File: src/hw/wd_lp_pkg.sv
package wd_lp_pkg;

   // ---------------------------------------------
   // Low-power modes
   // ---------------------------------------------
   typedef enum logic [1:0] {LP_RUN, LP_IDLE, LP_STANDBY, LP_HALT} lp_state_t;

   localparam logic [1:0] SEL_IDLE    = 2'h0;
   localparam logic [1:0] SEL_STANDBY = 2'h1;

   // ---------------------------------------------
   // Watchdog
   // ---------------------------------------------
   localparam int         WD_WIDTH          = 8;
   localparam logic [7:0] WD_MAX            = 8'hff;
   localparam logic [7:0] KEY_FIRST         = 8'h55;
   localparam logic [7:0] KEY_SECOND        = 8'haa;
   localparam logic [9:0] WD_PULSE_CYCLES   = 10'h200;
   localparam logic [4:0] LOSS_RESET_CYCLES = 5'h10;
   localparam logic [1:0] WAKE_RECOG_CYCLES = 2'h2;
   localparam int         QUAL_WIDTH        = 6;
   localparam int         GPIO_WIDTH        = 32;

   // ---------------------------------------------
   // Controller register map (byte addresses)
   // ---------------------------------------------
   localparam logic [7:0] REG_WD_CTRL   = 8'h00;
   localparam logic [7:0] REG_WD_KEY    = 8'h04;
   localparam logic [7:0] REG_LP_CTRL   = 8'h08;
   localparam logic [7:0] REG_WAKE_SEL  = 8'h0c;
   localparam logic [7:0] REG_STATUS    = 8'h10;

   localparam int WD_CTRL_DISABLE  = 0;
   localparam int WD_CTRL_IRQ_MODE = 1;
   localparam int WD_CTRL_WAKE_EN  = 2;
   localparam int LP_CTRL_QUAL_LSB = 2;
   localparam int LP_CTRL_ENTER    = 31;
   localparam int STATUS_FLAG      = 8;
   localparam int STATUS_STATE_LSB = 9;
   localparam int STATUS_RESET_N   = 11;
   localparam int STATUS_WATCHDOG_WAKE_INTERRUPT_N   = 12;

   localparam logic [1:0] RESP_OKAY   = 2'h0;
   localparam logic [1:0] RESP_SLVERR = 2'h2;

endpackage

File: src/hw/wd_lp_if.sv
`timescale 1ns/1ps
interface wd_lp_if;
   // Orders from controller to device
   logic                         key_wr;
   logic [7:0]                   key_data;
   logic                         wd_disable;
   logic                         wd_irq_mode;
   logic                         wd_wake_enable;
   logic [1:0]                   low_power_select_field;
   logic                         lp_enter;
   logic [wd_lp_pkg::QUAL_WIDTH-1:0] qual_count;
   logic [wd_lp_pkg::GPIO_WIDTH-1:0] wake_pin_select;
   logic                         flag_clear;
   // Status from device to controller
   logic [7:0]                   wd_count;
   logic                         missing_clock_flag;
   wd_lp_pkg::lp_state_t         lp_state;
   logic                         device_reset_n;
   logic                         watchdog_wake_interrupt_n;

   modport ctl (output key_wr, key_data, wd_disable, wd_irq_mode, wd_wake_enable,
                low_power_select_field, lp_enter, qual_count, wake_pin_select, flag_clear,
                input wd_count, missing_clock_flag, lp_state, device_reset_n,
                watchdog_wake_interrupt_n);
   modport dev (input key_wr, key_data, wd_disable, wd_irq_mode, wd_wake_enable,
                low_power_select_field, lp_enter, qual_count, wake_pin_select, flag_clear,
                output wd_count, missing_clock_flag, lp_state, device_reset_n,
                watchdog_wake_interrupt_n);
endinterface

File: src/hw/wd_lp_device.sv
// Functional notes
// RULE1: Limp clock feeds CPU on oscillator loss
// RULE2: Limp only after oscillator once present
// RULE3: Bypass mode auto-switches CPU to limp
// RULE4: Watchdog counter freezes while clock lost
// RULE5: Clock loss resets device, sets flag
// RULE6: Counter maximum drives 512-cycle low pulse
// RULE7: Software writes 0x55 then 0xAA
// RULE8: Disable control suppresses any timeout
// RULE9: Only watchdog runs in standby
// RULE10: Watchdog interrupt wakes device from standby
// RULE11: Watchdog interrupt reaches CPU in idle
// RULE12: Select 00 enters idle, clocks run
// RULE13: System clock stays on in idle
// RULE14: Idle exits on reset, watchdog, interrupt, NMI
// RULE15: Select 01 enters standby, CPU clocks stop
// RULE16: Standby exits on reset, watchdog, GPIO, debug, NMI
// RULE17: Selected GPIO qualified for programmed cycles
// RULE18: Select 1X enters halt, everything stops
// RULE19: Halt exits on reset, GPIO, NMI, debug
// RULE20: Wake signals low, held until recognised
// RULE21: Output pins hold through low-power modes
// RULE22: Debug port works with CPU clock stopped
// RULE23: Only 0xAA right after 0x55 clears
//
// The register addresses and the AXI4-Lite interface to the registers were decided locally.
`timescale 1ns/1ps
module wd_lp_device
(
   // Clock and reset
   input  wire logic                  aclk,
   input  wire logic                  aresetn,
   // Controller side
   wd_lp_if.dev                       ctl,
   // Clock source status
   input  wire logic                  oscillator_ok,
   input  wire logic                  pll_bypass,
   output logic                       limp_clock_select,
   output logic                       cpu_clock_from_limp,
   // Wake and reset pins, active low
   input  wire logic                  external_reset_pin_n,
   input  wire logic                  external_nmi_input_n,
   input  wire logic                  enabled_irq_n,
   input  wire logic                  debug_request_n,
   input  wire logic [31:0]           gpio_port_a,
   // Clock gates and CPU interrupt
   output logic                       cpu_clock_in_en,
   output logic                       system_clock_out_en,
   output logic                       peripheral_clock_en,
   output logic                       oscillator_en,
   output logic                       debug_port_en,
   output logic                       wd_cpu_irq,
   // Output pins
   input  wire logic [15:0]           pin_drive,
   output logic [15:0]                pin_out
);

   wd_lp_pkg::lp_state_t              state;
   logic                              osc_seen;
   logic                              clock_lost;
   logic                              clock_lost_d;
   logic [4:0]                        loss_rst_cnt;
   logic [7:0]                        wd_cnt;
   logic [9:0]                        pulse_cnt;
   logic                              pulse_active;
   logic                              key_armed;
   logic                              wd_run;
   logic                              ext_rst;
   logic                              gpio_low;
   logic [wd_lp_pkg::QUAL_WIDTH-1:0]  qual_cnt;
   logic                              gpio_qualified;
   logic                              wd_int_low;
   logic                              wake_level;
   logic [1:0]                        wake_cnt;
   logic                              wake_now;

   // ---------------------------------------------
   // Clock loss
   // ---------------------------------------------
   assign ext_rst    = !external_reset_pin_n;
   assign clock_lost = osc_seen && !oscillator_ok; // RULE2

   always_ff @(posedge aclk)
   begin
      if (!aresetn)
         osc_seen <= 1'b0;
      else if (oscillator_ok)
         osc_seen <= 1'b1;
   end

   // Limp clock is the PLL output; both PLL modes route it when the input dies
   assign limp_clock_select   = clock_lost; // RULE1
   assign cpu_clock_from_limp = clock_lost && (pll_bypass || osc_seen); // RULE3

   always_ff @(posedge aclk)
   begin
      if (!aresetn)
         clock_lost_d <= 1'b0;
      else
         clock_lost_d <= clock_lost;
   end

   // Loss reset runs on the limp clock, so it still counts
   always_ff @(posedge aclk)
   begin
      if (!aresetn)
         loss_rst_cnt <= 5'h00;
      else if (clock_lost && !clock_lost_d)
         loss_rst_cnt <= wd_lp_pkg::LOSS_RESET_CYCLES; // RULE5
      else if (loss_rst_cnt != 5'h00)
         loss_rst_cnt <= loss_rst_cnt - 5'h01;
   end

   // Set wins over clear
   always_ff @(posedge aclk)
   begin
      if (!aresetn)
         ctl.missing_clock_flag <= 1'b0;
      else if (clock_lost && !clock_lost_d)
         ctl.missing_clock_flag <= 1'b1; // RULE5
      else if (ctl.flag_clear)
         ctl.missing_clock_flag <= 1'b0;
   end

   // ---------------------------------------------
   // Watchdog
   // ---------------------------------------------
   assign wd_run = oscillator_ok && !clock_lost && (state != wd_lp_pkg::LP_HALT); // RULE4 RULE18

   always_ff @(posedge aclk)
   begin
      if (!aresetn || ext_rst)
         key_armed <= 1'b0;
      else if (ctl.key_wr)
         key_armed <= (ctl.key_data == wd_lp_pkg::KEY_FIRST); // RULE23
   end

   always_ff @(posedge aclk)
   begin
      if (!aresetn || ext_rst)
         wd_cnt <= 8'h00;
      else if (ctl.key_wr && key_armed && ctl.key_data == wd_lp_pkg::KEY_SECOND)
         wd_cnt <= 8'h00; // RULE7 RULE23
      else if (wd_run && !ctl.wd_disable && !pulse_active) // RULE8 RULE9
         wd_cnt <= (wd_cnt == wd_lp_pkg::WD_MAX) ? 8'h00 : wd_cnt + 8'h01;
   end

   // Pulse width counts oscillator cycles only, frozen like the counter
   always_ff @(posedge aclk)
   begin
      if (!aresetn || ext_rst)
         pulse_cnt <= 10'h000;
      else if (wd_run && !ctl.wd_disable && !pulse_active && wd_cnt == wd_lp_pkg::WD_MAX)
         pulse_cnt <= wd_lp_pkg::WD_PULSE_CYCLES; // RULE6 RULE8
      else if (wd_run && pulse_active)
         pulse_cnt <= pulse_cnt - 10'h001; // RULE4
   end

   assign pulse_active                  = (pulse_cnt != 10'h000);
   assign wd_int_low                    = pulse_active && ctl.wd_irq_mode;
   assign ctl.watchdog_wake_interrupt_n = !wd_int_low;
   assign ctl.wd_count                  = wd_cnt;
   assign ctl.device_reset_n = !(pulse_active && !ctl.wd_irq_mode) // RULE6
                               && (loss_rst_cnt == 5'h00) && !ext_rst; // RULE5
   assign wd_cpu_irq = wd_int_low && (state == wd_lp_pkg::LP_IDLE || state == wd_lp_pkg::LP_RUN); // RULE11

   // ---------------------------------------------
   // Wake qualification
   // ---------------------------------------------
   assign gpio_low = |(~gpio_port_a & ctl.wake_pin_select); // RULE17 RULE20

   always_ff @(posedge aclk)
   begin
      if (!aresetn || !gpio_low)
         qual_cnt <= '0;
      else if (qual_cnt != ctl.qual_count)
         qual_cnt <= qual_cnt + 1'b1;
   end

   assign gpio_qualified = gpio_low && (qual_cnt == ctl.qual_count); // RULE17

   always_comb
   begin
      case (state)
         wd_lp_pkg::LP_IDLE:
            wake_level = ext_rst || wd_int_low || !enabled_irq_n
                         || !external_nmi_input_n; // RULE14
         wd_lp_pkg::LP_STANDBY:
            wake_level = ext_rst || (wd_int_low && ctl.wd_wake_enable) // RULE10 RULE16
                         || gpio_qualified || !debug_request_n || !external_nmi_input_n;
         // Oscillator is off in halt, so no qualification is possible there
         wd_lp_pkg::LP_HALT:
            wake_level = ext_rst || gpio_low || !external_nmi_input_n
                         || !debug_request_n; // RULE19
         default:
            wake_level = 1'b0;
      endcase
   end

   // A short glitch drops the count and the mode is kept
   always_ff @(posedge aclk)
   begin
      if (!aresetn || !wake_level)
         wake_cnt <= 2'h0;
      else if (!wake_now)
         wake_cnt <= wake_cnt + 2'h1; // RULE20
   end

   assign wake_now = wake_level && (wake_cnt == wd_lp_pkg::WAKE_RECOG_CYCLES - 2'h1);

   // ---------------------------------------------
   // Low-power state
   // ---------------------------------------------
   always_ff @(posedge aclk)
   begin
      if (!aresetn || ext_rst)
         state <= wd_lp_pkg::LP_RUN;
      else
         case (state)
            wd_lp_pkg::LP_RUN:
               if (ctl.lp_enter)
               begin
                  if (ctl.low_power_select_field[1])
                     state <= wd_lp_pkg::LP_HALT; // RULE18
                  else if (ctl.low_power_select_field == wd_lp_pkg::SEL_STANDBY)
                     state <= wd_lp_pkg::LP_STANDBY; // RULE15
                  else
                     state <= wd_lp_pkg::LP_IDLE; // RULE12
               end
            default:
               if (wake_now)
                  state <= wd_lp_pkg::LP_RUN;
         endcase
   end

   assign ctl.lp_state = state;

   // Idle keeps every clock; standby keeps only the oscillator, watchdog and debug port
   assign cpu_clock_in_en     = (state == wd_lp_pkg::LP_RUN) || (state == wd_lp_pkg::LP_IDLE); // RULE12 RULE15
   assign system_clock_out_en = cpu_clock_in_en; // RULE13
   assign peripheral_clock_en = cpu_clock_in_en; // RULE9
   assign oscillator_en       = (state != wd_lp_pkg::LP_HALT); // RULE18
   // Debug logic sits outside the CPU clock gate
   assign debug_port_en       = aresetn; // RULE22

   // ---------------------------------------------
   // Output pins
   // ---------------------------------------------
   // Pins only follow software while running; they freeze otherwise
   always_ff @(posedge aclk)
   begin
      if (!aresetn)
         pin_out <= 16'h0000;
      else if (state == wd_lp_pkg::LP_RUN && !ctl.lp_enter)
         pin_out <= pin_drive; // RULE21
   end

endmodule // wd_lp_device

File: src/flat_wrapper.sv
// flat-port wrapper written by rule: the top's interface ports become plain ports
module wd_lp_device_flat 
  (aclk, aresetn, oscillator_ok, pll_bypass, limp_clock_select, cpu_clock_from_limp, external_reset_pin_n, external_nmi_input_n, enabled_irq_n, debug_request_n, gpio_port_a, cpu_clock_in_en, system_clock_out_en, peripheral_clock_en, oscillator_en, debug_port_en, wd_cpu_irq, pin_drive, pin_out, ctl_key_wr, ctl_key_data, ctl_wd_disable, ctl_wd_irq_mode, ctl_wd_wake_enable, ctl_low_power_select_field, ctl_lp_enter, ctl_qual_count, ctl_wake_pin_select, ctl_flag_clear, ctl_wd_count, ctl_missing_clock_flag, ctl_lp_state, ctl_device_reset_n, ctl_watchdog_wake_interrupt_n);
  wd_lp_if ctl_i ();
  input  wire logic aclk;
  input  wire logic aresetn;
  input  wire logic oscillator_ok;
  input  wire logic pll_bypass;
  output logic limp_clock_select;
  output logic cpu_clock_from_limp;
  input  wire logic external_reset_pin_n;
  input  wire logic external_nmi_input_n;
  input  wire logic enabled_irq_n;
  input  wire logic debug_request_n;
  input  wire logic [31:0] gpio_port_a;
  output logic cpu_clock_in_en;
  output logic system_clock_out_en;
  output logic peripheral_clock_en;
  output logic oscillator_en;
  output logic debug_port_en;
  output logic wd_cpu_irq;
  input  wire logic [15:0] pin_drive;
  output logic [15:0] pin_out;
  input wire logic [$bits(ctl_i.key_wr)-1:0] ctl_key_wr;
  input wire logic [$bits(ctl_i.key_data)-1:0] ctl_key_data;
  input wire logic [$bits(ctl_i.wd_disable)-1:0] ctl_wd_disable;
  input wire logic [$bits(ctl_i.wd_irq_mode)-1:0] ctl_wd_irq_mode;
  input wire logic [$bits(ctl_i.wd_wake_enable)-1:0] ctl_wd_wake_enable;
  input wire logic [$bits(ctl_i.low_power_select_field)-1:0] ctl_low_power_select_field;
  input wire logic [$bits(ctl_i.lp_enter)-1:0] ctl_lp_enter;
  input wire logic [$bits(ctl_i.qual_count)-1:0] ctl_qual_count;
  input wire logic [$bits(ctl_i.wake_pin_select)-1:0] ctl_wake_pin_select;
  input wire logic [$bits(ctl_i.flag_clear)-1:0] ctl_flag_clear;
  output wire logic [$bits(ctl_i.wd_count)-1:0] ctl_wd_count;
  output wire logic [$bits(ctl_i.missing_clock_flag)-1:0] ctl_missing_clock_flag;
  output wire logic [$bits(ctl_i.lp_state)-1:0] ctl_lp_state;
  output wire logic [$bits(ctl_i.device_reset_n)-1:0] ctl_device_reset_n;
  output wire logic [$bits(ctl_i.watchdog_wake_interrupt_n)-1:0] ctl_watchdog_wake_interrupt_n;
  assign ctl_i.key_wr = ctl_key_wr;
  assign ctl_i.key_data = ctl_key_data;
  assign ctl_i.wd_disable = ctl_wd_disable;
  assign ctl_i.wd_irq_mode = ctl_wd_irq_mode;
  assign ctl_i.wd_wake_enable = ctl_wd_wake_enable;
  assign ctl_i.low_power_select_field = ctl_low_power_select_field;
  assign ctl_i.lp_enter = ctl_lp_enter;
  assign ctl_i.qual_count = ctl_qual_count;
  assign ctl_i.wake_pin_select = ctl_wake_pin_select;
  assign ctl_i.flag_clear = ctl_flag_clear;
  assign ctl_wd_count = ctl_i.wd_count;
  assign ctl_missing_clock_flag = ctl_i.missing_clock_flag;
  assign ctl_lp_state = ctl_i.lp_state;
  assign ctl_device_reset_n = ctl_i.device_reset_n;
  assign ctl_watchdog_wake_interrupt_n = ctl_i.watchdog_wake_interrupt_n;
  wd_lp_device u_core (.aclk(aclk), .aresetn(aresetn), .ctl(ctl_i), .oscillator_ok(oscillator_ok), .pll_bypass(pll_bypass), .limp_clock_select(limp_clock_select), .cpu_clock_from_limp(cpu_clock_from_limp), .external_reset_pin_n(external_reset_pin_n), .external_nmi_input_n(external_nmi_input_n), .enabled_irq_n(enabled_irq_n), .debug_request_n(debug_request_n), .gpio_port_a(gpio_port_a), .cpu_clock_in_en(cpu_clock_in_en), .system_clock_out_en(system_clock_out_en), .peripheral_clock_en(peripheral_clock_en), .oscillator_en(oscillator_en), .debug_port_en(debug_port_en), .wd_cpu_irq(wd_cpu_irq), .pin_drive(pin_drive), .pin_out(pin_out));
endmodule
File: config.mk
export PLATFORM = sky130hd
export DESIGN_NAME = wd_lp_device_flat
export DESIGN_NICKNAME = d
export VERILOG_FILES = /design/src/hw/wd_lp_pkg.sv /design/src/hw/wd_lp_if.sv /design/src/hw/wd_lp_device.sv /design/src/flat_wrapper.sv
export SDC_FILE = /design/constraint.sdc
export NUM_CORES = 1
export LEC_CHECK = 0
export BUFFER_PORTS_ARGS = -buffer_cell sky130_fd_sc_hd__buf_2
export CAP_MARGIN = 25
export CORE_ASPECT_RATIO = 1.25
export CORE_UTILIZATION = 41
export DETAILED_ROUTE_END_ITERATION = 8
export GPL_TIMING_DRIVEN = 1
export PLACE_DENSITY = 0.76
export SYNTH_ARGS = -nofsm -noshare
export SYNTH_HDL_FRONTEND = slang
export SYNTH_SLANG_ARGS = --single-unit
File: constraint.sdc
create_clock -name aclk -period 2 [get_ports aclk]
set_clock_uncertainty 0.05 [all_clocks]
set_input_delay 0 -clock aclk [delete_from_list [all_inputs] [get_ports aclk]]
set_output_delay 0 -clock aclk [all_outputs]
set_load 0.02 [all_outputs]
==> results.cfg, run 1 <==
[logic_synthesis]
syn-num-nets = 453
synthTopCellsByArea = dfxtp_1, nor2b_1, xnor2_1
synth_flop_cell = dfxtp_1
yosysUniqueCellTypes = 51
async_flop_share_pct = 0
syn-cell-area_um2 = 2850
synth_enable_flop_cells = 0
ys_seq_elements = 53
yosysTopAreaCell = dfxtp_1
syn_inst = 333
ys_seq_area_share_pct = 37.3
synth.avg_cell_area_um2 = 8.55
synth_top_area_share_pct = 37.3
ys_warn_count = 0

[die]
fp.dieH_um = 95.2
initial_core_util_pct = 42.8
core_area_um2 = 6650
dieArea_um2 = 7290
placementRows = 33
die_w_um = 76.5
ios = 147

[critical_path]
r2r-start = u_core.pulse_cnt[5]$_SDFFE_PP0P_
rr_endpoint = u_core.ctl.lp_state[0]$_SDFFE_PP0P_
ff2ff_setup_slack_ns = -0.07
critical_path.startpoint_type = register
end_kind = register
cp_max_fo = 5
startpoint = u_core.pulse_cnt[5]$_SDFFE_PP0P_
path_class = register to register
setup.worst_path.end = u_core.ctl.lp_state[0]$_SDFFE_PP0P_
r2r_cells = 7
cp.arrival_ns = 2.27
required_ns = 2.20

[pwr]
leakage_uw = 0.00193
ir_drop_mv = 0.688
powerDensity_nw_per_um2 = 625

[finish]
area_delta_synth_final_pct = 45.8
fin_nets = 634
final_util_pct = 62.5
drive_above_1_share_pct = 40.0
diodes = 0
fillCellCount = 583
final_cell_mix = buf_2, dfxtp_1, nand2_1, nor2_1, nor2b_1
regArea_um2 = 1070
final_common_cell = buf_2
multiInputGateArea_um2 = 1680

[detailed_routing]
routed_wl_um = 7820
num_vias = 2976
drt_iter0_drc = 78
final_antenna_net_count = 0
drc_errors = 0
first_pass_iters = 4
wl_per_cell_um = 13.0
viasPerCell = 4.94

[cts]
clkTransAtPathRegs_ns = 0.09
htree_levels = 2
cts.path.max_buffers = 2
worstSkewPairLatency_ns = 0.31
cts-root-buf = clkbuf_8
cts_made_buffers = 5
clock-sinks = 53
cts_tree = done

[placed_design]
dpl.hpwl_um = 5980
dp_slack_ns = -0.142
port_buffers = 145
place.gp.congestion = 0.910

[sta]
rsz0062_at_grt = true
fmax_ghz = 0.484
postLayoutSetupSlackWorst_ns = -0.0681
worst_pin_slew_ns = 0.475
slew_headroom_pct = 67.5
hold_viol_final = 0
period_share_pct = 103
fin_crit_ns = 2.07
slew_viol_final = 0
setup_violations = 11

[outcome]
status = finished, violations left
violations = setup timing

[global_route]
grt_max_degree = 19
grt_pass1_wl_um = 12500
grt_antenna_before_repair = 0
grt.total_usage_pct = 21.5
grt_overflow_total = 0
grt_pass1_vias = 2825

[run]
drv_cap = 0

[min_path]
worstHoldPathType = primary input to register
==> sequential cells by signal, summed over array words and instances (netlist names) <==
register                       flops
u_core.pulse_cnt                  10
u_core.qual_cnt                    6
u_core.osc_seen                    1
u_core.loss_rst_cnt                5
u_core.wake_cnt                    2
u_core.ctl.wd_count                8
u_core.pin_out                    16
u_core.clock_lost_d                1
u_core.key_armed                   1
u_core.ctl.missing_clock_flag      1
u_core.ctl.lp_state                2
==> report_power, final <==
| group | switching [uW] | leakage, uW | internal, uW |
|---|---|---|---|
| sequential | 47.7 | 0.000435 | 1130 |
| combinational | 333 | 0.00144 | 325 |
| clock | 383 | 0.0000591 | 382 |
==> cells by family (layout without fill, tap and decap cells) <==
kind of cell,Yosys count,count (layout),share of synthesized area (%)
AO/OA/AOI/OAI,50,50,13.6
AND/OR/NAND/NOR,154,155,29.5
adder cells (fa/ha/maj),10,10,4.39
flip-flops,53,53,37.3
XOR/XNOR,30,30,9.23
buffers and inverters,34,215,5.32
multiplexers,2,2,0.703
==> critical path, stage by stage (launching register included) <==
cell       delay, ns
dfxtp_2         0.33
or4_4           0.56
buf_6           0.16
o31ai_4         0.28
o2111ai_1       0.15
nand4_1         0.10
o31a_1          0.21
a31o_2          0.17
==> timing repair <==
item                                    in CTS  in global routing
setup buffers                                1                  1
gates cloned                                 0                  1
endpoints found under the setup margin      22                 23
hold buffers                                21                  0
resized for setup                            9                  5
pin swaps                                    4                  7
hold endpoints to repair                    19                  0
==> layout make-up <==
| cell class | instances | area share, % |
|---|---|---|
| Multi-Input combinational cell | 247 | 40.3 |
| Timing Repair Buffer | 186 | 26.5 |
| Sequential cell | 53 | 25.8 |
| Tap cell | 87 | 2.62 |
| Inverter | 21 | 1.90 |
| Clock buffer | 5 | 1.66 |
| Clock inverter | 3 | 1.14 |
==> Yosys cell counts (2+ instances only) <==
library cell	count
a2111oi_0	8
a211oi_1	2
a21boi_0	16
a21oi_1	6
a31o_2	4
buf_4	4
clkbuf_1	7
dfxtp_1	53
ha_1	10
inv_1	21
mux2i_1	2
nand2_1	41
nand2b_1	4
nand3_1	4
nand3_4	2
nand4_1	7
nor2_1	36
nor2b_1	30
nor3_1	8
nor3b_1	2
nor4_1	2
nor4bb_1	2
o2111ai_1	2
o21a_1	3
o31a_1	2
or2_2	2
xnor2_1	20
xor2_1	10
==> worst min-delay path by stage <==
stage | slack, ns | from | depth (start not counted) | to
final | 0.004 | external_reset_pin_n | 3 | u_core.pulse_cnt[0]$_SDFFE_PP0P_
after global routing | 0.007 | external_reset_pin_n | 3 | u_core.pulse_cnt[0]$_SDFFE_PP0P_
after global placement | 0.20 | pin_drive[6] | 3 | u_core.pin_out[6]$_SDFFE_PN0P_
after CTS | 0.008 | aresetn | 2 | u_core.pin_out[8]$_SDFFE_PN0P_
after floorplan | 0.03 | ctl_wd_irq_mode | 1 | ctl_watchdog_wake_interrupt_n
after detailed placement | 0.21 | pin_drive[11] | 3 | u_core.pin_out[11]$_SDFFE_PN0P_
==> metal layers <==
metal / global-route usage [%] / wire length [um] / up-vias / share of wire, %
met5: 0 / 0 / - / 0
met4: 11.4 / 316 / 0 / 4.0
met1: 21.4 / 2840 / 1358 / 36
li1: - / - / 1486 / -
met3: 3.54 / 367 / 26 / 4.7
met2: 42.9 / 4300 / 106 / 55
==> per-stage QoR <==
step                setup TNS, ns  hold WS [ns]  std cells  cell area [um2]  total power, uW
finish                     -0.490       0.00359        602             4150             2600
detailed placement          -1.09         0.210        571             3770             1820
floorplan                   -1.12        0.0300        333             2870             1590
CTS                        -0.627       0.00767        601             4130             2620
global placement           -0.254         0.202        571             3770             1800
global route                -2.37       0.00713        602             4150             2740
(Power assumes the default switching activity.)
==> inputs of run 2 (changes only) <==
PLACE_DENSITY = 0.82   (was 0.76)
==> results.cfg, run 2 (synthesis gave the netlist of run 1 again) <==
[outcome]
status = finished, violations left
violations = setup timing

[finish]
area_delta_synth_final_pct = 48.6
drive_above_1_share_pct = 41.8
regArea_um2 = 1070
final_util_pct = 63.7
regMostFlops = u_core.pin_out
multiInputGateArea_um2 = 1730
largest_register_ffs = 16
final_common_cell = buf_2
finalNonFillerCells = 609
fin_nets = 638
fillCellCount = 533
final_cell_mix = buf_2, dfxtp_1, nand2_1, nor2_1, nor2b_1

[critical_path]
end_kind = register
required_ns = 2.19
startpoint = u_core.pulse_cnt[5]$_SDFFE_PP0P_
cp.arrival_ns = 2.29
critical_path.startpoint_type = register
r2r-start = u_core.pulse_cnt[5]$_SDFFE_PP0P_
path_class = register to register
cp_max_fo = 4

[global_route]
grt_antenna_before_repair = 2
grt_pass1_wl_um = 13000
grt_max_degree = 20
grt_pass1_vias = 2867
grt.total_usage_pct = 22.6
grt_overflow_total = 0

[cts]
clkTransAtPathRegs_ns = 0.10
cts_tree = done
cts-root-buf = clkbuf_8
worstSkewPairLatency_ns = 0.31
htree_levels = 2
clock-sinks = 53
cts_made_buffers = 5
cts.path.max_buffers = 2

[detailed_routing]
drt_iter0_drc = 131
num_vias = 3048
routed_wl_um = 8490
first_pass_iters = 4
viasPerCell = 5.00
final_antenna_net_count = 0
wl_per_cell_um = 13.9
drc_errors = 0

[die]
ios = 147
die_w_um = 76.5
initial_core_util_pct = 42.8
core_area_um2 = 6650
fp.dieH_um = 95.2
dieArea_um2 = 7290
placementRows = 33

[sta]
slew_headroom_pct = 68.5
fmax_ghz = 0.476
fin_crit_ns = 2.10
rsz0062_at_grt = true
tns_ns = -1.15
postLayoutSetupSlackWorst_ns = -0.101
slew_viol_final = 0
period_share_pct = 105
hold_viol_final = 0
setup_violations = 22
worst_pin_slew_ns = 0.461

[placed_design]
port_buffers = 145
dpl.hpwl_um = 5980
place.gp.congestion = 0.835
place_inst = 570

[pwr]
ir_drop_mv = 0.436
powerDensity_nw_per_um2 = 595
leakage_uw = 0.00193
p_total_uw = 2520

[min_path]
worstHoldPathType = primary input to register
worstHoldStart = aresetn

[run]
drv_cap = 0
[run 2: cell types whose count changed in the layout (fill, tap and decap cells not counted), moves of 2 or more]
| cell | change |
|---|---|
| nand2_2 | -2 |
| diode_2 | +3 |
| nor2_2 | +4 |
| xnor2_1 | -2 |
| xnor2_2 | +2 |
| nor2_1 | -5 |
| buf_4 | +5 |
[run 2: per-layer routing]
metal,wire (um),vias to the layer above,GRT usage [%]
met4,267,0,13.5
li1,-,1496,-
met2,4730,123,44.4
met1,3000,1407,21.9
met5,0,-,0
met3,484,22,4.59
[run 2: worst paths after layout]
| check | endpoint | slack, ns | cells after the start |
|---|---|---|---|
| max | u_core.pulse_cnt[7]$_SDFFE_PP0P_ | -0.10 | 8 |
| min | u_core.clock_lost_d$_SDFF_PN0_ | 0.02 | 2 |
| max reg2reg | u_core.pulse_cnt[7]$_SDFFE_PP0P_ | -0.10 | 8 |
| min reg2reg | u_core.pin_out[3]$_SDFFE_PN0P_ | 0.42 | 2 |
[run 2: layout make-up]
cell class              count  share of cell area (%)
clock inverters             2                   0.414
clock buffers               6                    1.95
inverters                  21                    1.86
multi-input cells         247                    41.0
flip-flops and latches     53                    25.3
diodes                      3                   0.177
repair buffers            190                    26.8
well taps                  87                    2.57
[run 2: power by group]
part / switching (uW) / leakage, uW / total [uW] / internal, uW
clock network: 371 / 0.0000518 / 659 / 288
logic: 351 / 0.00144 / 681 / 330
registers: 49.6 / 0.000435 / 1180 / 1130
[run 2: through the flow]
step / cell area [um2] / hold slack (ns) / setup slack (ns)
global route: 4230 / 0.0171 / -0.167
finish: 4230 / 0.0195 / -0.101
detailed placement: 3760 / 0.209 / -0.0973
CTS: 4120 / 0.000230 / -0.0562
floorplan: 2870 / 0.0300 / -0.130
global placement: 3760 / 0.200 / -0.0535
[run 2: what timing repair did]
item,4_1_cts,5_1_grt
hold buffers,22,0
setup buffers,1,4
setup endpoints to repair,22,23
resized for setup,8,17
cloned,1,0
endpoints found under the hold margin,20,0
pin swaps,7,11
[run 2: worst max-delay path, cell delays in order, from the launching register on]
cell and delay (ns):
dfxtp_1 0.32, or4_4 0.57, buf_6 0.15, buf_4 0.14, o31a_1 0.32, nand3_2 0.14, nor3_1 0.07, xnor2_1 0.14
nor2_1 0.12
